`config.mk`:
```
export PLATFORM = sky130hd
export DESIGN_NAME = msc_regs
export DESIGN_NICKNAME = d
export VERILOG_FILES = /design/src/rtl/msc_pkg.sv /design/src/rtl/msc_grp_store.sv /design/src/rtl/msc_irq.sv /design/src/rtl/msc_regs.sv
export VERILOG_INCLUDE_DIRS = /design/src /design/src/rtl
export SDC_FILE = /design/constraint.sdc
export NUM_CORES = 1
export LEC_CHECK = 0
export BUFFER_PORTS_ARGS = -buffer_cell sky130_fd_sc_hd__buf_2
export CELL_PAD_IN_SITES_DETAIL_PLACEMENT = 1
export CELL_PAD_IN_SITES_GLOBAL_PLACEMENT = 2
export CORE_MARGIN = 3
export CORE_UTILIZATION = 30
export CTS_BUF_LIST = sky130_fd_sc_hd__clkbuf_4 sky130_fd_sc_hd__clkbuf_8
export DETAILED_ROUTE_END_ITERATION = 8
export PLACE_DENSITY_LB_ADDON = 0.1
export SLEW_MARGIN = 20
export SYNTH_ARGS = -nofsm -noshare
export SYNTH_HDL_FRONTEND = slang
export SYNTH_SLANG_ARGS = --single-unit
```
`constraint.sdc`:
```
create_clock -name pclk -period 3.3 [get_ports pclk]
set_clock_uncertainty 0.15 [all_clocks]
set_input_delay 0.165 -clock pclk [delete_from_list [all_inputs] [get_ports pclk]]
set_output_delay 0.165 -clock pclk [all_outputs]
set_load 0.01 [all_outputs]
```
`src/rtl/msc_defs_defs.svh`:
```
// register map, field positions, reset values of the monitor register bank
// assumes a 32-bit apb slave where each byte register takes one word
`ifndef MSC_DEFS_DEFS_SVH
`define MSC_DEFS_DEFS_SVH

// six groups of six byte registers, word 0 upward
`define MSC_GRP_BYTES 6
`define MSC_GRP_WORDS 36
`define MSC_LAST_BYTE 3'h5
// own registers above the groups
`define MSC_OFF_CFG 8'h90
`define MSC_OFF_IRQ_STAT 8'h94
`define MSC_OFF_IRQ_MASK 8'h98
// configuration word fields
`define MSC_CFG_GPIO_LSB 0
`define MSC_CFG_GPIO_W 9
`define MSC_CFG_HOLD_BIT 9
`define MSC_CFG_DTMR_BIT 10
`define MSC_CFG_MUTE_BIT 11
// status B last byte fields and flag pair base
`define MSC_REV_LSB 44
`define MSC_RSVD_LSB 42
`define MSC_MUX_BIT 41
`define MSC_THERM_BIT 40
`define MSC_FLAG_LSB 16
// reset values
`define MSC_GPIO_PD_RST 9'h000
`define MSC_IRQ_RST 4'h0
// interrupt event bits
`define MSC_IRQ_W 4
`define MSC_IRQ_NEW 0
`define MSC_IRQ_THERM 1
`define MSC_IRQ_MUX 2
`define MSC_IRQ_SEQ 3

`endif

```
`src/rtl/msc_pkg.sv`:
```
// types shared by the monitor register bank
// assumes nothing beyond the defs header
package msc_pkg;
    // one-hot register group select
    typedef enum logic [5:0] {
        MSC_G_STA_A = 6'h01,
        MSC_G_STA_B = 6'h02,
        MSC_G_SER = 6'h04,
        MSC_G_PIN = 6'h08,
        MSC_G_BAL = 6'h10,
        MSC_G_DPB = 6'h20
    } msc_grp_t;
endpackage

```
`src/rtl/msc_grp_store.sv`:
```
// one six-byte read/write group, loaded whole
// assumes the caller assembles all six bytes before load
module msc_grp_store
    import msc_pkg::*;
(
    input wire logic pclk,
    input wire logic presetn,
    input wire logic load,
    input wire logic [47:0] din,
    output logic [47:0] dout
);
    logic [47:0] data_q;

    // whole-group commit
    always_ff @(posedge pclk or negedge presetn) begin
        if (!presetn) begin
            data_q <= 48'h000000000000;
        end else if (load) begin
            data_q <= din;
        end
    end

    assign dout = data_q;
endmodule // msc_grp_store

```
`src/rtl/msc_irq.sv`:
```
// sticky event status, mask and one level interrupt
// assumes read-clear strobe comes where the read data is taken
`include "msc_defs_defs.svh"
module msc_irq
    import msc_pkg::*;
(
    input wire logic pclk,
    input wire logic presetn,
    input wire logic [3:0] evt,
    input wire logic stat_rd,
    input wire logic mask_wr,
    input wire logic [3:0] mask_din,
    output logic [3:0] stat,
    output logic [3:0] mask,
    output logic irq
);
    logic [3:0] stat_q;
    logic [3:0] mask_q;
    logic [3:0] stat_d;
    logic irq_q;

    // new events win over a read clear
    assign stat_d = (stat_rd ? `MSC_IRQ_RST : stat_q) | evt;

    always_ff @(posedge pclk or negedge presetn) begin
        if (!presetn) begin
            stat_q <= `MSC_IRQ_RST;
            mask_q <= `MSC_IRQ_RST;
            irq_q <= 1'b0;
        end else begin
            stat_q <= stat_d;
            if (mask_wr) begin
                mask_q <= mask_din;
            end
            irq_q <= |(stat_d & (mask_wr ? mask_din : mask_q));
        end
    end

    assign stat = stat_q;
    assign mask = mask_q;
    assign irq = irq_q;
endmodule // msc_irq

```
`src/rtl/msc_regs.sv`:
```
// monitor status/control register bank with apb slave
// assumes results, flags and pin levels are synchronous to pclk
`include "msc_defs_defs.svh"
module msc_regs
    import msc_pkg::*;
#(
    parameter logic [3:0] REV_CODE = 4'h1 // arbitrary value
) (
    input wire logic pclk,
    input wire logic presetn,
    input wire logic psel,
    input wire logic penable,
    input wire logic pwrite,
    input wire logic [7:0] paddr,
    input wire logic [31:0] pwdata,
    output logic [31:0] prdata,
    output logic pready,
    output logic pslverr,
    output logic irq,
    input wire logic results_load,
    input wire logic [15:0] cell_sum_result,
    input wire logic [15:0] die_temperature_result,
    input wire logic [15:0] analog_supply_result,
    input wire logic [15:0] digital_supply_result,
    input wire logic [11:0] cell_under_limit_flag,
    input wire logic [11:0] cell_over_limit_flag,
    input wire logic mux_selftest_fail_flag,
    input wire logic thermal_shutdown_flag,
    input wire logic [8:0] gpio_level,
    output logic [8:0] gpio_pulldown_on,
    input wire logic conv_start,
    input wire logic conv_done,
    input wire logic watchdog_timeout,
    output logic ref_powered,
    input wire logic discharge_timer_enabled,
    input wire logic mute_active,
    output logic [47:0] serial_master_group,
    output logic [47:0] pin_pulse_group,
    output logic [47:0] balance_duty_group,
    output logic [47:0] duty_pulse_b_group
);
    logic [15:0] sum_q, dtemp_q, asup_q, dsup_q;
    logic [11:0] uv_q, ov_q;
    logic [47:0] sta_a, sta_b, live, snap_q, commit_data;
    logic [39:0] stage_q;
    logic [31:0] prdata_q, rdata_d;
    logic [23:0] flags;
    logic [8:0] gpio_pd_q;
    logic [5:0] w_idx;
    logic [3:0] evt, irq_stat, irq_mask;
    logic [2:0] grp_n, byte_n, stage_next_q;
    msc_grp_t grp, snap_grp_q, stage_grp_q;
    logic mux_q, therm_q, in_grp, acc1, wr_go, is_rw, seq_ok, commit;
    logic pready_q, pslverr_q, err_d, hold_q, ref_q, stage_vld_q;

    // address split into group and byte
    assign w_idx = paddr[7:2];
    assign grp_n = 3'(w_idx / 6'd6);
    assign byte_n = 3'(w_idx % 6'd6);
    assign in_grp = (w_idx < 6'(`MSC_GRP_WORDS));
    assign grp = msc_grp_t'(6'h01 << grp_n);
    assign is_rw = in_grp && !(grp inside {MSC_G_STA_A, MSC_G_STA_B});

    // bus phases: one wait state, then sample
    assign acc1 = psel && penable && !pready_q;
    assign wr_go = psel && penable && pready_q && pwrite;

    assign sta_a = {asup_q, dtemp_q, sum_q};

    for (genvar i = 0; i < 12; i++) begin : g_flags
        assign flags[2*i] = uv_q[i];
        assign flags[2*i+1] = ov_q[i];
    end

    // supply then flags / last byte
    assign sta_b = {REV_CODE, 2'b00, mux_q, therm_q, flags, dsup_q};

    // stored measurement results, loaded by the front end only
    always_ff @(posedge pclk or negedge presetn) begin
        if (!presetn) begin
            sum_q <= 16'h0000;
            dtemp_q <= 16'h0000;
            asup_q <= 16'h0000;
            dsup_q <= 16'h0000;
            uv_q <= 12'h000;
            ov_q <= 12'h000;
            mux_q <= 1'b0;
            therm_q <= 1'b0;
        end else if (results_load) begin
            sum_q <= cell_sum_result;
            dtemp_q <= die_temperature_result;
            asup_q <= analog_supply_result;
            dsup_q <= digital_supply_result;
            uv_q <= cell_under_limit_flag;
            ov_q <= cell_over_limit_flag;
            mux_q <= mux_selftest_fail_flag;
            therm_q <= thermal_shutdown_flag;
        end
    end

    // live bytes of the addressed status group
    assign live = (grp == MSC_G_STA_A) ? sta_a : sta_b;

    // byte 0 read freezes the group
    always_ff @(posedge pclk or negedge presetn) begin
        if (!presetn) begin
            snap_q <= 48'h000000000000;
            snap_grp_q <= MSC_G_STA_A;
        end else if (acc1 && !pwrite && in_grp && !is_rw
                     && byte_n == 3'h0) begin
            snap_q <= live;
            snap_grp_q <= grp;
        end
    end

    assign seq_ok = (byte_n == 3'h0) || (stage_vld_q
                    && stage_grp_q == grp && byte_n == stage_next_q);
    assign commit = wr_go && is_rw && seq_ok
                    && byte_n == `MSC_LAST_BYTE;
    assign commit_data = {pwdata[7:0], stage_q};

    // staging of bytes 0 to 4 until the last byte arrives
    always_ff @(posedge pclk or negedge presetn) begin
        if (!presetn) begin
            stage_q <= 40'h0000000000;
            stage_grp_q <= MSC_G_SER;
            stage_next_q <= 3'h0;
            stage_vld_q <= 1'b0;
        end else if (wr_go && is_rw) begin
            if (seq_ok && byte_n != `MSC_LAST_BYTE) begin
                stage_q[8*byte_n +: 8] <= pwdata[7:0];
                stage_grp_q <= grp;
                stage_next_q <= byte_n + 3'h1;
                stage_vld_q <= 1'b1;
            end else begin
                stage_vld_q <= 1'b0;
            end
        end
    end

    msc_grp_store u_ser (
        .pclk(pclk),
        .presetn(presetn),
        .load(commit && grp == MSC_G_SER),
        .din(commit_data),
        .dout(serial_master_group)
    );

    // pin pulse nibbles 1 to 12
    msc_grp_store u_pin (
        .pclk(pclk),
        .presetn(presetn),
        .load(commit && grp == MSC_G_PIN),
        .din(commit_data),
        .dout(pin_pulse_group)
    );

    // balance duty nibbles 1 to 12
    msc_grp_store u_bal (
        .pclk(pclk),
        .presetn(presetn),
        .load(commit && grp == MSC_G_BAL),
        .din(commit_data),
        .dout(balance_duty_group)
    );

    // duty and pulse cells 13 to 18
    msc_grp_store u_dpb (
        .pclk(pclk),
        .presetn(presetn),
        .load(commit && grp == MSC_G_DPB),
        .din(commit_data),
        .dout(duty_pulse_b_group)
    );

    // read data and error decision in the first access cycle
    always_comb begin
        rdata_d = 32'h00000000;
        err_d = 1'b0;
        if (in_grp) begin
            unique case (grp)
                MSC_G_STA_A, MSC_G_STA_B: begin
                    if (byte_n != 3'h0 && snap_grp_q == grp) begin
                        rdata_d[7:0] = snap_q[8*byte_n +: 8];
                    end else begin
                        rdata_d[7:0] = live[8*byte_n +: 8];
                    end
                end
                MSC_G_SER: rdata_d[7:0] = serial_master_group[8*byte_n +: 8];
                MSC_G_PIN: rdata_d[7:0] = pin_pulse_group[8*byte_n +: 8];
                MSC_G_BAL: rdata_d[7:0] = balance_duty_group[8*byte_n +: 8];
                MSC_G_DPB: rdata_d[7:0] = duty_pulse_b_group[8*byte_n +: 8];
            endcase
            err_d = pwrite && is_rw && !seq_ok;
        end else if (paddr == `MSC_OFF_CFG) begin
            rdata_d[`MSC_CFG_GPIO_LSB +: `MSC_CFG_GPIO_W] = gpio_level;
            rdata_d[`MSC_CFG_HOLD_BIT] = hold_q;
            rdata_d[`MSC_CFG_DTMR_BIT] = discharge_timer_enabled;
            rdata_d[`MSC_CFG_MUTE_BIT] = mute_active;
        end else if (paddr == `MSC_OFF_IRQ_STAT) begin
            rdata_d[3:0] = irq_stat;
        end else if (paddr == `MSC_OFF_IRQ_MASK) begin
            rdata_d[3:0] = irq_mask;
        end else begin
            err_d = 1'b1; // unmapped
        end
    end

    // apb answer registers
    always_ff @(posedge pclk or negedge presetn) begin
        if (!presetn) begin
            prdata_q <= 32'h00000000;
            pready_q <= 1'b0;
            pslverr_q <= 1'b0;
        end else begin
            pready_q <= acc1;
            pslverr_q <= acc1 && err_d;
            if (acc1 && !pwrite) begin
                prdata_q <= rdata_d;
            end
        end
    end

    always_ff @(posedge pclk or negedge presetn) begin
        if (!presetn) begin
            gpio_pd_q <= `MSC_GPIO_PD_RST;
            hold_q <= 1'b0;
        end else if (wr_go && paddr == `MSC_OFF_CFG) begin
            gpio_pd_q <= ~pwdata[`MSC_CFG_GPIO_LSB +: `MSC_CFG_GPIO_W];
            hold_q <= pwdata[`MSC_CFG_HOLD_BIT];
        end
    end

    // reference power: up at conversion start
    always_ff @(posedge pclk or negedge presetn) begin
        if (!presetn) begin
            ref_q <= 1'b0;
        end else if (watchdog_timeout) begin
            ref_q <= 1'b0;
        end else if (conv_start) begin
            ref_q <= 1'b1;
        end else if (conv_done && !hold_q) begin
            ref_q <= 1'b0;
        end
    end

    // events: new results, thermal and mux rising, sequence error
    assign evt[`MSC_IRQ_NEW] = results_load;
    assign evt[`MSC_IRQ_THERM] = results_load && thermal_shutdown_flag
                                 && !therm_q;
    assign evt[`MSC_IRQ_MUX] = results_load && mux_selftest_fail_flag
                               && !mux_q;
    assign evt[`MSC_IRQ_SEQ] = wr_go && is_rw && !seq_ok;

    // read clear on the data-take edge, so no event slips in unread
    msc_irq u_irq (
        .pclk(pclk),
        .presetn(presetn),
        .evt(evt),
        .stat_rd(acc1 && !pwrite && paddr == `MSC_OFF_IRQ_STAT),
        .mask_wr(wr_go && paddr == `MSC_OFF_IRQ_MASK),
        .mask_din(pwdata[3:0]),
        .stat(irq_stat),
        .mask(irq_mask),
        .irq(irq)
    );

    assign prdata = prdata_q;
    assign pready = pready_q;
    assign pslverr = pslverr_q;
    assign gpio_pulldown_on = gpio_pd_q;
    assign ref_powered = ref_q;
endmodule // msc_regs

```
# --- Yosys cells after proc, flatten, opt, wreduce, memory -nomap -nowiden ---
# Cells that the tools add are included.
totals:
  regBits: 420
  out_inout_bits: 237
classes:
  add_sub_neg: 2
  n_div: 2
  magnitude_cmp: 1
  eq_ne: 14
  shifts: 9
  n_mux: 20
  bitwise: 3
  n_reduce_logical: 48
ops:
  columns: ["op", "count"]
  rows:
  - ["$shiftx 48x7->8", 6]
  - ["$mux 48", 1]
  - ["$bwmux 40", 1]
  - ["$pmux 8 s5", 1]
  - ["$shift 8x34->40 const A", 1]
  - ["$shiftx 8x34->40", 1]
  - ["$neg 6->34", 1]
  - ["$logic_and 1x1->1", 32]
  - ["$eq 8x8->1 const B", 3]
  - ["$mux 4", 6]
  - ["$mux 8", 3]
  - ["$eq 6x6->1", 2]
  - ["$not 9->9", 1]
  - ["$logic_not 1->1", 8]
  - ["$mux 1", 8]
  - ["$div 6x3->6 const B", 1]
  - ["$eq 6x1->1 const B", 1]
  - ["$eq 6x2->1 const B", 1]
  - ["$eq 6x3->1 const B", 1]
  - ["$eq 6x4->1 const B", 1]
  - ["$eq 6x5->1 const B", 1]
  - ["$eq 6x6->1 const B", 1]
  - ["$lt 6x6->1 const B", 1]
  - ["$mod 6x3->6 const B", 1]
  - ["other kinds (14)", 15]

# --- Logic depth before layout (Yosys ltp) ---
# Gate-level depths: netlist of run 1.
logic_depth:
  depth_word: 11
  ltp_mapped: 20
  ltp_nobuf: 15

# --- Hierarchy ---
# From an unflattened synthesis of run 1, not the netlist that was laid out.
unflattened:
  hier_cells: 1640
  area_unflattened_um2: 20059.2
modules_own_cells:
  columns: ["mod", "n_inst", "cells_each", "area_each_um2", "seq_area_each_um2"]
  rows:
  - ["msc_regs", 1, 1210, 12259.3, 5482.8]
  - ["msc_grp_store", 4, 101, 1860.5, 1201.2]
  - ["msc_irq", 1, 26, 357.8, 225.2]

# --- Worst setup path after synthesis of run 1 ---
# Ideal clock, no wire load.
synth_path:
  path_kind: "in2reg"
  from: "input port paddr[4]"
  to: "register prdata_q[0] (netlist: prdata[0])"
  t_arrival_ps: 3359
  required_ps: 3024
  path_slack_ps: -335
  cell_stages: 16
  path_buffers: 2
  path_cell_list: "buf_2 and3b_1 a21oi_1 a21o_1 o21ai_1 clkinv_1 ha_1 ha_1 a221oi_1 nand3_1 a31oi_2 buf_2 mux4_2 a21oi_1 nor4_1 a221o_1"
synth_via:
  elab_chain_cells: 8
  elab_cells_between_ends: 30
  classes_between: "2 x div; 1 x order compare; 10 x eq/ne; 7 x shift; 7 x mux; 3 x reduce/logical"
synth_lines:
  columns: ["element", "line_no", "text"]
  rows:
  - ["start: declaration", "msc_regs.sv:14", "input wire logic [7:0] paddr,"]
  - ["$div 6x3->6", "msc_regs.sv:58", "assign grp_n = 3'(w_idx / 6'd6);"]
  - ["$shl 1x3->6", "msc_regs.sv:61", "assign grp = msc_grp_t'(6'h01 << grp_n);"]
  - ["$eq 6x1->1", "msc_regs.sv:102, msc_regs.sv:181", null]
  - ["$mux 48", "msc_regs.sv:102", "assign live = (grp == MSC_G_STA_A) ? sta_a : sta_b;"]
  - ["$shiftx 48x7->8", "msc_regs.sv:186", "rdata_d[7:0] = live[8*byte_n +: 8];"]
  - ["$mux 8", "msc_regs.sv:183", "if (byte_n != 3'h0 && snap_grp_q == grp) begin"]
  - ["$pmux 8 s5", "msc_regs.sv:181", "unique case (grp)"]
  - ["$mux 8 *", "msc_regs.sv:180", "if (in_grp) begin"]
  - ["end signal: assignment", "msc_regs.sv:219", "prdata_q <= rdata_d;"]
  - ["end: declaration", "msc_regs.sv:46", "logic [31:0] prdata_q, rdata_d;"]
# Mark *: on every way between the ends. The rest lies on a longest branch, timed or not.
# A chain may end at the register's enable or synchronous reset.

# --- Worst setup path in the final report of run 1 ---
layout_path:
  from: "input port paddr[5]"
  to: "register prdata_q[2] (netlist: prdata[2])"
# The elaborated chain is that of the path after synthesis.

==> impl_summary.log, run 1 <==
[metrics] maximum clock path buffer count: 3
[metrics] setup slack, reg-to-reg: roughly 180 ps
[metrics] number of fill cells: approximately 6900
[metrics] clock root buffer: sky130_fd_sc_hd__clkbuf_8
[metrics] Port Buffers: 344
[metrics] number of design-rule violations left by the first detailed-router iteration: ~850
[metrics] ANT nets after route: 0
[metrics] Tcrit/Tclk final: 0.974
[metrics] global-route total usage across every layer: 0.233
[metrics] worst hold path class: in -> reg
[metrics] nets: around 2500
[metrics] crit start category: primary input
[metrics] number of distinct standard cells referenced by the synthesized netlist: 67
[metrics] Worst EP required: around 3700 ps
[metrics] clock network latency to the later pin of the worst-skew pair: ~650 ps
[metrics] first-pass GRT wire length: about 120 mm
[metrics] Post-DP HPWL: between 50 and 60 mm
[metrics] RR Startpoint: snap_grp_q[1]
[metrics] die area: ~68000 um2
[metrics] maximum number of pins on one net before global-route repair: between 80 and 90
[metrics] via count of the first global-routing pass: 17600
[metrics] final critical-path required period: 3220 ps
[metrics] layout-stage area growth over the synthesis result: 39.5%
[metrics] kind of end point of the critical path: flop
[metrics] area of the placeable core: 63400 um2
[metrics] class of the most critical setup path: in -> reg
[metrics] most frequently used flop master after synthesis: sky130_fd_sc_hd__dfrtp_1
[metrics] EDFF count, synth: 0
[metrics] initial antenna violation count: 6
[metrics] Final Max Slew Viols: 0
[metrics] area of the multi-input gates: ~8300 um2
[metrics] Tightest Pin Transition: 775 ps
[metrics] wire length after detailed routing: just under 80 mm
[metrics] number of clock sinks: 420
[metrics] final cell area excluding filler cells: roughly 27000 um2
[metrics] post-synthesis area per instance: 11.9 um2
[metrics] final hold viol count: 0
[metrics] DRC Markers: 0
[metrics] post-place instance area: 23600 um2
[metrics] Pwr per Cell Area: approximately 480 nW/um2
[metrics] Register Area: 10500 um2
[metrics] Seq cells post-synth: 420
[metrics] horizontal die dimension: 260 um
[metrics] Max VDD drop: slightly above 300 uV
[metrics] Final Power: ~13 mW
[metrics] Ys Warns: 0
[metrics] number of detailed-routing iterations run before antenna repair: 7
[metrics] number of top-level pins: roughly 390
[metrics] LEAKAGE: 13.3 nW
[metrics] final critical-path setup slack: about 85 ps
[metrics] Rows: just over 90
[metrics] clock tree from TritonCTS: built
[metrics] count of non-filler cells in the finished layout: roughly 3200
[metrics] residual overflow from global routing: 0
[metrics] Cells after Synth: between 1500 and 2000
[metrics] post-detailed-route via-to-cell ratio: around 5.0
[metrics] vertical extent of the die: 260 um
[metrics] RSZ-0062 raised after global routing: false
[metrics] routed len/inst: about 25 um
[metrics] effective utilization at floorplan: 0.305
[metrics] sum of negative setup slack: 0 ps
[metrics] H-tree levels: 3
[metrics] clock transition at the register clock pins on the worst setup and hold paths after CTS: around 60 ps
[metrics] Async SR Flop Fraction: 1.00
[metrics] max_slew headroom: 0.482
[metrics] post-synthesis cell area: 19400 um2
[metrics] total via count after detailed routing: about 16000
[metrics] share of cells above drive strength 1: 0.450
[metrics] post-route worst hold slack: between 100 and 150 ps
[metrics] Seq/Total Area, Yosys: 0.543
[metrics] arrival time at the worst endpoint: roughly 3700 ps
[metrics] total placed cells including tap cells: 2890
[metrics] run status: completed
[metrics] final standard cell utilization of the core: 0.426
[metrics] weighted congestion reported at the end of routability-driven placement: 0.849
[metrics] hold path start: paddr[0]
[metrics] Max-Cap Viols: 0
[metrics] worst-case setup slack after placement: -742 ps
[metrics] number of CTS-inserted buffers: 80
[metrics] worst setup path start: paddr[5]
[metrics] setup violators final: 0
[metrics] number of setup buffers added after CTS: 0
[metrics] Fmax: 0.311 GHz
[metrics] worst-path fanout max: 19
## state kept, by name, summed over array words and instances, names as in the netlist, 6 cells and up
signal            count
snap_q               48
u_bal.dout           48
u_dpb.dout           48
u_pin.dout           48
u_ser.dout           48
stage_q              40
asup_q               16
dsup_q               16
dtemp_q              16
sum_q                16
ov_q                 12
prdata               12
uv_q                 12
gpio_pulldown_on      9
snap_grp_q            6
stage_grp_q           6
## cells in the final DEF, fill, tap and decap left out, types with 6 or more instances in the layout
cell type,instances
sky130_fd_sc_hd__a221oi_1,6
sky130_fd_sc_hd__nor2_1,69
sky130_fd_sc_hd__buf_2,341
sky130_fd_sc_hd__nand4_1,7
sky130_fd_sc_hd__a222oi_1,40
sky130_fd_sc_hd__a31oi_1,28
sky130_fd_sc_hd__buf_4,168
sky130_fd_sc_hd__a22oi_1,11
sky130_fd_sc_hd__o211ai_1,27
sky130_fd_sc_hd__nand2b_1,7
sky130_fd_sc_hd__clkbuf_8,100
sky130_fd_sc_hd__xnor2_1,7
sky130_fd_sc_hd__conb_1,20
sky130_fd_sc_hd__clkbuf_4,34
sky130_fd_sc_hd__a211oi_1,10
sky130_fd_sc_hd__nor3_1,7
sky130_fd_sc_hd__nor2b_1,7
sky130_fd_sc_hd__o21ai_0,87
sky130_fd_sc_hd__mux4_2,12
sky130_fd_sc_hd__mux2_2,330
sky130_fd_sc_hd__mux2i_1,42
sky130_fd_sc_hd__buf_12,35
sky130_fd_sc_hd__dfrtp_1,418
sky130_fd_sc_hd__dlygate4sd3_1,167
sky130_fd_sc_hd__nand3_1,18
sky130_fd_sc_hd__inv_1,10
sky130_fd_sc_hd__a21oi_1,24
sky130_fd_sc_hd__nand2_1,208
sky130_fd_sc_hd__ha_1,6
## worst max-delay path, cell delays in order
cell and delay, ps:
sky130_fd_sc_hd__buf_2 180, sky130_fd_sc_hd__buf_4 170, sky130_fd_sc_hd__nor3b_1 300, sky130_fd_sc_hd__a211o_1 210, sky130_fd_sc_hd__inv_1 90, sky130_fd_sc_hd__ha_1 230
sky130_fd_sc_hd__nor2_2 240, sky130_fd_sc_hd__o211a_2 270, sky130_fd_sc_hd__buf_12 180, sky130_fd_sc_hd__buf_12 190, sky130_fd_sc_hd__a222oi_1 100, sky130_fd_sc_hd__nand2_1 80
sky130_fd_sc_hd__o21ai_0 170, sky130_fd_sc_hd__o21ai_0 460, sky130_fd_sc_hd__a221oi_1 160, sky130_fd_sc_hd__nor4_1 260, sky130_fd_sc_hd__a221o_1 160
## Yosys cell counts, types with 19 or more instances
cell,instances,area share
sky130_fd_sc_hd__buf_4,20,0.0078
sky130_fd_sc_hd__buf_2,32,0.0083
sky130_fd_sc_hd__mux2_2,330,0.19
sky130_fd_sc_hd__clkbuf_1,67,0.013
sky130_fd_sc_hd__mux2i_1,42,0.022
sky130_fd_sc_hd__nand2_1,208,0.040
sky130_fd_sc_hd__nor2_1,71,0.014
sky130_fd_sc_hd__o21ai_0,89,0.023
sky130_fd_sc_hd__a222oi_1,40,0.021
sky130_fd_sc_hd__o211ai_1,27,0.010
sky130_fd_sc_hd__dfrtp_1,418,0.54
sky130_fd_sc_hd__buf_1,23,0.0045
sky130_fd_sc_hd__a21oi_1,25,0.0065
sky130_fd_sc_hd__a31oi_1,28,0.0090
sky130_fd_sc_hd__nand3_1,19,0.0049
## layer usage
layer,vias up,GRT usage,share of wire
li1,7221,-,-
met1,8368,0.305,0.44
met2,396,0.395,0.49
met3,105,0.0403,0.046
met4,2,0.0652,0.025
met5,-,0,0.00015
## report_power, final
part / switching (mW) / internal [mW] / total [mW]
clock: 2.32 / 3.12 / 5.44
combinational: 1.06 / 0.936 / 2.00
sequential: 0.200 / 5.43 / 5.63
## worst paths after layout
path / endpoint / depth (start not counted)
worst max register to register: prdata[5] / 11
min in group asynchronous: stage_grp_q[0] / 3
worst min-delay path: u_irq.mask[2] / 5
max in group asynchronous: u_pin.dout[37] / 4
worst min register to register: gpio_pulldown_on[7] / 2
worst max-delay path: prdata[2] / 17
## final cells by class
class / count / area share
Antenna cell: 2 / 0.000185
Clock buffer: 134 / 0.0604
Clock inverter: 9 / 0.00250
Inverter: 11 / 0.00158
Multi-Input combinational cell: 1069 / 0.308
Sequential cell: 420 / 0.389
Tap cell: 846 / 0.0392
Timing Repair Buffer: 712 / 0.198
## cell families (layout without fill, tap and decap cells)
kind of cell / after synthesis / count (layout) / share of synthesized area
flip-flops: 420 / 420 / 0.543
multiplexers: 384 / 384 / 0.228
AND/OR/NAND/NOR: 366 / 366 / 0.0829
AO/OA/AOI/OAI: 281 / 281 / 0.101
buffers and inverters: 154 / 866 / 0.0359
XOR/XNOR: 10 / 10 / 0.00452
adder cells (fa/ha/maj): 8 / 8 / 0.00517
other: 1 / 22 / 0.000194
## repair_timing
action,CTS,global route
hold endpoints to repair,555,0
hold buffers,168,0
endpoints found under the setup margin,2,5
gates resized for setup,2,3
No activity file was read; power rests on OpenSTA's default activity.
==> run 2: changes to the inputs <==
--- a/config.mk
+++ b/config.mk
@@ -11,7 +11,7 @@
 export CELL_PAD_IN_SITES_GLOBAL_PLACEMENT = 2
 export CORE_MARGIN = 3
 export CORE_UTILIZATION = 30
-export CTS_BUF_LIST = sky130_fd_sc_hd__clkbuf_4 sky130_fd_sc_hd__clkbuf_8
+export CTS_BUF_LIST = sky130_fd_sc_hd__clkbuf_4
 export DETAILED_ROUTE_END_ITERATION = 8
 export PLACE_DENSITY_LB_ADDON = 0.1
 export SLEW_MARGIN = 20
==> constraint.sdc (replaced) <==
create_clock -name pclk -period 4.1 [get_ports pclk]
set_clock_uncertainty 0.15 [all_clocks]
set_input_delay 0.205 -clock pclk [delete_from_list [all_inputs] [get_ports pclk]]
set_output_delay 0.205 -clock pclk [all_outputs]
set_load 0.01 [all_outputs]
==> impl_summary.log, run 2 (synthesized netlist as in run 1, its figures left out) <==
[metrics] run status: completed
[metrics] kind of end point of the critical path: flop
[metrics] share of total power in the clock network: 0.392 (-0.024)
[metrics] hold path start: gpio_level[6]
[metrics] arrival time at the worst endpoint: 4550 ps (+900 ps)
[metrics] Post-DP HPWL: 53.1 mm (-5.8%)
[metrics] Int Power: 7.24 mW (-24%)
[metrics] total placed cells including tap cells: 2810 (-2.8%)
[metrics] weighted congestion reported at the end of routability-driven placement: 0.799 (-5.9%)
[metrics] post-detailed-route via-to-cell ratio: 4.98 (-0.80%)
[metrics] Sequential Power Share: 0.447 (+0.016)
[metrics] number of fill cells: 6896 (-0.72%)
[metrics] post-route worst hold slack: 134 ps (+29.7 ps)
[metrics] Max-Cap Viols: 0 (unchanged)
[metrics] number of clock sinks: 420 (unchanged)
[metrics] cell mode on critical path: sky130_fd_sc_hd__dlygate4sd3_1
[metrics] Rows: 92 (unchanged)
[metrics] final critical-path setup slack: 164 ps (+79.9 ps)
[metrics] routed len/inst: 23.6 um (-4.8%)
[metrics] global-route total usage across every layer: 0.230 (-0.00314)
[metrics] post-place instance area: 22900 um2 (-3.0%)
[metrics] clock transition at the register clock pins on the worst setup and hold paths after CTS: 60 ps (about the same)
[metrics] initial antenna violation count: 8 (+2)
[metrics] die area: 67600 um2 (unchanged)
[metrics] critical path cell sequence: dlygate4sd3_1, buf_2, dlygate4sd3_1, nand2_1, dlygate4sd3_1, or3_1, buf_4, nor4_2, buf_4, a22oi_1, dlygate4sd3_1, o41ai_1, dlygate4sd3_1
[metrics] effective utilization at floorplan: 0.305 (unchanged)
[metrics] share of cells above drive strength 1: 0.412 (-0.0373)
[metrics] Crit path buffers/inverters: 8 (+3)
[metrics] worst hold path class: in -> reg
[metrics] Register Area: 10500 um2 (unchanged)
[metrics] LEAKAGE: 13.5 nW (+1.8%)
[metrics] wire length after detailed routing: 78.5 mm (-0.97%)
[metrics] Max VDD drop: 161 uV (-47%)
[metrics] number of detailed-routing iterations run before antenna repair: 5 (-2)
[metrics] most common library cell in the layout ignoring fill and taps: sky130_fd_sc_hd__dfrtp_1
[metrics] vertical extent of the die: 260 um (unchanged)
[metrics] net switching fraction of the power: 0.283 (+0.00899)
[metrics] RR Startpoint: snap_grp_q[1]
[metrics] residual overflow from global routing: 0 (unchanged)
[metrics] clock network latency to the later pin of the worst-skew pair: 870 ps (+220 ps)
[metrics] DRC Markers: 0 (unchanged)
[metrics] final hold viol count: 0 (unchanged)
[metrics] first-pass GRT wire length: 116 mm (-0.36%)
[metrics] Combinational Power Share: 0.161 (+0.008)
[metrics] worst-case setup slack after placement: 83.6 ps (+826 ps)
[metrics] class of the most critical setup path: in -> reg
[metrics] area of the placeable core: 63400 um2 (unchanged)
[metrics] Port Buffers: 344 (unchanged)
[metrics] maximum clock path buffer count: 3 (unchanged)
[metrics] area of the multi-input gates: 8310 um2 (-0.18%)
[metrics] Tightest Pin Transition: 810 ps (+34.9 ps)
[metrics] switching power of the nets: 2.86 mW (-20%)
[metrics] total via count after detailed routing: 16600 (+3.2%)
[metrics] via count of the first global-routing pass: 18200 (+3.4%)
[metrics] Worst EP required: 4720 ps (+990 ps)
[metrics] Pwr per Cell Area: 366 nW/um2 (-24%)
[metrics] layout-stage area growth over the synthesis result: 42.4%
[metrics] Fmax: 0.254 GHz
[metrics] setup violators final: 0 (unchanged)
[metrics] Tcrit/Tclk final: 0.960
[metrics] max_slew headroom: 0.460 (-0.0222)
[metrics] maximum number of pins on one net before global-route repair: 99 (+13%)
[metrics] number of design-rule violations left by the first detailed-router iteration: 863 (+1.4%)
[metrics] Final Max Slew Viols: 0 (unchanged)
[metrics] final critical-path required period: between 3000 and 4000 ps
[metrics] critical path's top delay family: buffers and inverters
[metrics] H-tree levels: 3 (unchanged)
[metrics] ANT nets after route: 0 (unchanged)
[metrics] worst setup path start: penable
[metrics] number of CTS-inserted buffers: 117 (+46%)
[metrics] worst-path fanout max: 16 (-3)
[metrics] crit start category: primary input
[metrics] count of non-filler cells in the finished layout: 3332 (+4.0%)
[metrics] nets: 2552 (+4.1%)
[metrics] commonest cells after routing, fill and taps aside: sky130_fd_sc_hd__dfrtp_1, sky130_fd_sc_hd__buf_2, sky130_fd_sc_hd__mux2_2
[metrics] RSZ-0062 raised after global routing: false
[metrics] horizontal die dimension: 260 um (unchanged)
[metrics] clock root buffer: sky130_fd_sc_hd__clkbuf_4
[metrics] sum of negative setup slack: 0 ps (unchanged)
[metrics] clock tree from TritonCTS: built
[metrics] number of top-level pins: 387 (unchanged)
[metrics] slowest cell on the critical path: sky130_fd_sc_hd__dlygate4sd3_1
[metrics] crit-path max cell delay: 600 ps (+140 ps)
[metrics] final cell area excluding filler cells: 27600 um2 (+2.1%)
## run 2: final cells by class
cell class / count / share of cell area
Sequential cell: 420 / 0.381
Multi-Input combinational cell: 1069 / 0.302
Timing Repair Buffer: 775 / 0.222
Clock buffer: 180 / 0.0490
Tap cell: 846 / 0.0384
Clock inverter: 28 / 0.00617
Inverter: 11 / 0.00150
Antenna cell: 3 / 0.000272
## run 2: metrics by stage
step	total power, mW	util
detailed placement	5.93	0.361
global placement	5.90	0.361
CTS	10.2	0.434
finish	10.1	0.435
global route	10.7	0.435
floorplan	5.24	-
## run 2: layer usage
layer  GRT usage  vias up  part of all wire
li1            -     7505                 -
met4      0.0782        2             0.028
met1       0.298     8519              0.44
met5           0        -           0.00014
met3      0.0477      120             0.054
met2       0.380      460              0.48
## run 2: final timing paths
kind                                    to  slack (ps)  depth (start not counted)
min reg2reg                     snap_q[41]         330                          2
max                              prdata[7]         160                         13
max reg2reg                      prdata[7]         700                         10
max in group asynchronous    u_pin.dout[2]        2760                          4
min in group asynchronous  stage_next_q[2]         490                          4
min                              prdata[6]         130                          4
## run 2: worst min-delay path: cells and delay by family
| family | cells | cell delay [ps] |
|---|---|---|
| buffers and inverters | 2 | 620 |
| AOI/OAI and AO/OA | 2 | 260 |
## run 2: what timing repair did
item,in CTS,in global routing
hold endpoints to repair,625,0
buffers inserted,0,2
hold buffers,308,0
resized for setup,0,6
setup endpoints to repair,0,1
## run 2: power by group through the flow
stage	Combinational (mW)	Clock, mW	Sequential, mW
after floorplan	0.700	0	4.54
after global placement	1.32	0	4.58
after detailed placement	1.34	0	4.58
after CTS	1.61	4.12	4.51
after global routing	1.78	4.38	4.54
final	1.63	3.96	4.52
==> run 3: changes to the inputs <==
--- a/config.mk
+++ b/config.mk
@@ -6,6 +6,7 @@
 export SDC_FILE = /design/constraint.sdc
 export NUM_CORES = 1
 export LEC_CHECK = 0
+export ABC_AREA = 1
 export BUFFER_PORTS_ARGS = -buffer_cell sky130_fd_sc_hd__buf_2
 export CELL_PAD_IN_SITES_DETAIL_PLACEMENT = 1
 export CELL_PAD_IN_SITES_GLOBAL_PLACEMENT = 2
==> impl_summary.log, run 3 <==
[metrics] Final Max Slew Viols: 0 (unchanged)
[metrics] post-synthesis cell area: 19900 um2 (+2.6%)
[metrics] worst-path fanout max: 8 (-8)
[metrics] Seq cells post-synth: 420 (unchanged)
[metrics] XOR/XNOR Fraction of Synth Area: 0.00315 (-0.00138)
[metrics] Register Area: 10500 um2 (unchanged)
[metrics] share of total power in the clock network: 0.398 (+0.006)
[metrics] kind of end point of the critical path: flop
[metrics] largest area contributor in the synthesized netlist: sky130_fd_sc_hd__dfrtp_1
[metrics] Cells after Synth: 2384 (+47%)
[metrics] critical path cell sequence: dlygate4sd3_1, clkbuf_4, nand2_1, nand2_1, nand2_1, nand2_1, inv_1, nand3_1, dlygate4sd3_1, buf_4, nand2_1, nand3_1, nor2_2, nand3_4, nand2_1, nand3_1, nand2_1, nand2_1, a21oi_1, nand3_2, a21oi_2, dlygate4sd3_1
[metrics] number of top-level pins: 387 (unchanged)
[metrics] die area: 69400 um2 (+2.6%)
[metrics] switching power of the nets: 3.21 mW (+12%)
[metrics] Crit path buffers/inverters: 6 (-2)
[metrics] cell mode on critical path: sky130_fd_sc_hd__nand2_1
[metrics] Sequential Power Share: 0.417 (-0.030)
[metrics] weighted congestion reported at the end of routability-driven placement: 0.812 (+1.6%)
[metrics] Async SR Flop Fraction: 1.00 (unchanged)
[metrics] LEAKAGE: 13.3 nW (-1.9%)
[metrics] share of the synthesized area in compound gates (AO/OA/AOI/OAI): 0.152 (+0.0516)
[metrics] horizontal die dimension: 263 um (+1.3%)
[metrics] post-place instance area: 22600 um2 (-1.2%)
[metrics] H-tree levels: 4 (+1)
[metrics] total via count after detailed routing: 20200 (+22%)
[metrics] effective utilization at floorplan: 0.306 (+0.000812)
[metrics] initial antenna violation count: 4 (-4)
[metrics] final standard cell utilization of the core: 0.432 (-0.00268)
[metrics] arrival time at the worst endpoint: 4580 ps (+30 ps)
[metrics] clock root buffer: sky130_fd_sc_hd__clkbuf_4
[metrics] number of detailed-routing iterations run before antenna repair: 5 (unchanged)
[metrics] maximum number of pins on one net before global-route repair: 104 (+5.1%)
[metrics] adder and majority gate portion of the synthesized area: 0.00504 (-0.000133)
[metrics] run status: completed
[metrics] dominant combinational cell family by area after synthesis: simple AND/OR/NAND/NOR gates
[metrics] max_slew headroom: 0.413 (-0.0470)
[metrics] most frequently used cell type in the post-synthesis netlist: sky130_fd_sc_hd__nand2_1
[metrics] routed len/inst: 21.5 um (-8.7%)
[metrics] post-route worst hold slack: 114 ps (-20.4 ps)
[metrics] slowest cell on the critical path: sky130_fd_sc_hd__dlygate4sd3_1
[metrics] Port Buffers: 344 (unchanged)
[metrics] number of clock sinks: 420 (unchanged)
[metrics] wire length after detailed routing: 87.8 mm (+12%)
[metrics] crit-path max cell delay: 580 ps (-20 ps)
[metrics] layout-stage area growth over the synthesis result: 41.1%
[metrics] number of fill cells: 7774 (+13%)
[metrics] Seq/Total Area, Yosys: 0.529 (-0.0140)
[metrics] final hold viol count: 0 (unchanged)
[metrics] Fmax: 0.258 GHz (+1.6%)
[metrics] EDFF count, synth: 0 (unchanged)
[metrics] maximum clock path buffer count: 3 (unchanged)
[metrics] nets: 3308 (+30%)
[metrics] critical path's top delay family: buffers and inverters
[metrics] number of CTS-inserted buffers: 131 (+12%)
[metrics] area of the placeable core: 64900 um2 (+2.4%)
[metrics] simple-gate share of the synthesized area: 0.208 (+0.125)
[metrics] Max VDD drop: 219 uV (+36%)
[metrics] fraction of synthesized area in multiplexers: 0.0266 (-0.201)
[metrics] share of cells above drive strength 1: 0.221 (-0.191)
[metrics] Tcrit/Tclk final: 0.944 (-0.0154)
[metrics] clock network latency to the later pin of the worst-skew pair: 940 ps (+70 ps)
[metrics] clock transition at the register clock pins on the worst setup and hold paths after CTS: 60 ps (about the same)
[metrics] Tightest Pin Transition: 880 ps (+69.7 ps)
[metrics] Worst EP required: 4810 ps (+90 ps)
[metrics] number of distinct standard cells referenced by the synthesized netlist: 40 (-40%)
[metrics] class of the most critical setup path: in -> reg
[metrics] final cell area excluding filler cells: 28000 um2 (+1.7%)
[metrics] ANT nets after route: 0 (unchanged)
[metrics] net switching fraction of the power: 0.305 (+0.0211)
[metrics] top cell type's share of synthesized area: 0.526 (-0.0139)
[metrics] setup violators final: 0 (unchanged)
[metrics] crit start category: primary input
[metrics] most frequently used flop master after synthesis: sky130_fd_sc_hd__dfrtp_1
[metrics] Ys Warns: 0 (unchanged)
[metrics] area of the multi-input gates: 8030 um2 (-3.5%)
[metrics] post-detailed-route via-to-cell ratio: 4.95 (-0.62%)
[metrics] final critical-path required period: 3870 ps (-63.2 ps)
[metrics] via count of the first global-routing pass: 22100 (+21%)
[metrics] commonest cells after routing, fill and taps aside: sky130_fd_sc_hd__nand2_1, sky130_fd_sc_hd__dfrtp_1, sky130_fd_sc_hd__dlygate4sd3_1
[metrics] global-route total usage across every layer: 0.253 (+0.0232)
[metrics] Rows: 93 (+1.1%)
[metrics] Combinational Power Share: 0.185 (+0.024)
[metrics] Post-synth top cells: sky130_fd_sc_hd__nand2_1, sky130_fd_sc_hd__dfrtp_1, sky130_fd_sc_hd__o21ai_1, sky130_fd_sc_hd__o21ai_0, sky130_fd_sc_hd__inv_1
[metrics] residual overflow from global routing: 0 (unchanged)
[metrics] Area contributors post-synth: sky130_fd_sc_hd__dfrtp_1, sky130_fd_sc_hd__nand2_1, sky130_fd_sc_hd__o21ai_1
[metrics] first-pass GRT wire length: 135 mm (+16%)
[metrics] most common library cell in the layout ignoring fill and taps: sky130_fd_sc_hd__nand2_1
[metrics] Post-DP HPWL: 55.9 mm (+5.2%)
[metrics] Int Power: 7.32 mW (+1.2%)
[metrics] Pwr per Cell Area: 376 nW/um2 (+2.5%)
[metrics] clock tree from TritonCTS: built
[metrics] DRC Markers: 0 (unchanged)
[metrics] RSZ-0062 raised after global routing: true
[metrics] worst hold path class: in -> reg
[metrics] vertical extent of the die: 263 um (+1.3%)
[metrics] number of design-rule violations left by the first detailed-router iteration: 1283 (+49%)
[metrics] Max-Cap Viols: 0 (unchanged)
[metrics] post-synthesis area per instance: 8.33 um2 (-30%)
## run 3: changes by cell type in the layout (fill, tap and decap cells not counted), moves of 18 or more
cell,change
sky130_fd_sc_hd__a222oi_1,-40
sky130_fd_sc_hd__nand2_1,+505
sky130_fd_sc_hd__o21ai_0,+108
sky130_fd_sc_hd__inv_1,+154
sky130_fd_sc_hd__mux2i_1,-42
sky130_fd_sc_hd__a21oi_1,+38
sky130_fd_sc_hd__nor2_1,-27
sky130_fd_sc_hd__buf_4,-42
sky130_fd_sc_hd__nand3_1,+90
sky130_fd_sc_hd__o21ai_1,+242
sky130_fd_sc_hd__dlygate4sd3_1,+64
sky130_fd_sc_hd__mux2_2,-283
sky130_fd_sc_hd__nand4_1,+58
sky130_fd_sc_hd__a31oi_1,-18
## run 3: power groups by stage
stage / logic (mW) / registers, mW / clock network (mW)
3_3_place_gp: 1.54 / 4.45 / 0
2_1_floorplan: 0.837 / 4.44 / 0
4_1_cts: 1.89 / 4.39 / 4.35
3_5_place_dp: 1.56 / 4.46 / 0
6_report: 1.95 / 4.39 / 4.19
5_1_grt: 2.14 / 4.41 / 4.60
## run 3: path summary, 6_finish.rpt
kind | to | slack, ps | depth (start not counted) | start
max in group asynchronous | snap_q[3] | 2890 | 4 | presetn
setup / recovery | prdata[1] | 230 | 22 | paddr[5]
setup reg to reg | u_pin.dout[22] | 1180 | 13 | stage_grp_q[2]
hold / removal | prdata[2] | 110 | 4 | gpio_level[2]
min in group asynchronous | snap_grp_q[0] | 340 | 3 | presetn
hold reg to reg | snap_q[40] | 330 | 2 | snap_q[40]
## run 3: cell families after synthesis
group | count (synthesis)
xor+xnor | 5
simple gates | 981
buf+inv | 351
mux | 47
compound gates | 571
flops | 420
fa+ha+maj | 8
other cells | 1
## run 3: per-stage QoR
step	total power [mW]	worst slack [ps]	TNS [ps]	cells
global route	11.1	-38.6	-60.2	4079
detailed placement	6.02	297	0	3496
floorplan	5.28	935	0	2403
global placement	5.99	366	0	3496
finish	10.5	228	0	4079
CTS	10.6	240	0	4071
## run 3: repair_timing
item / CTS / global route
buffers inserted: 0 / 3
endpoints found under the hold margin: 631 / 0
hold buffers: 372 / 0
setup endpoints to repair: 0 / 7
gates resized for setup: 0 / 19
## run 3: layer usage
| metal | GRT usage | wire [um] | vias up |
|---|---|---|---|
| li1 | - | - | 9468 |
| met1 | 0.332 | 39500 | 10100 |
| met2 | 0.421 | 42300 | 463 |
| met3 | 0.0542 | 4230 | 123 |
| met4 | 0.0715 | 1780 | 0 |
| met5 | 0 | 0 | - |
## run 3: layout make-up
cell class | count | share of cell area
Timing Repair Buffer | 788 | 0.221
Antenna cell | 4 | 0.000357
Multi-Input combinational cell | 1632 | 0.286
Tap cell | 855 | 0.0382
Sequential cell | 420 | 0.375
Inverter | 177 | 0.0237
Clock buffer | 181 | 0.0485
Clock inverter | 22 | 0.00692
## run 3: tightest hold or removal path, delay by kind of cell
kind / cells / cell delay, ps
buffers and inverters: 2 / 640
AOI/OAI and AO/OA: 2 / 280
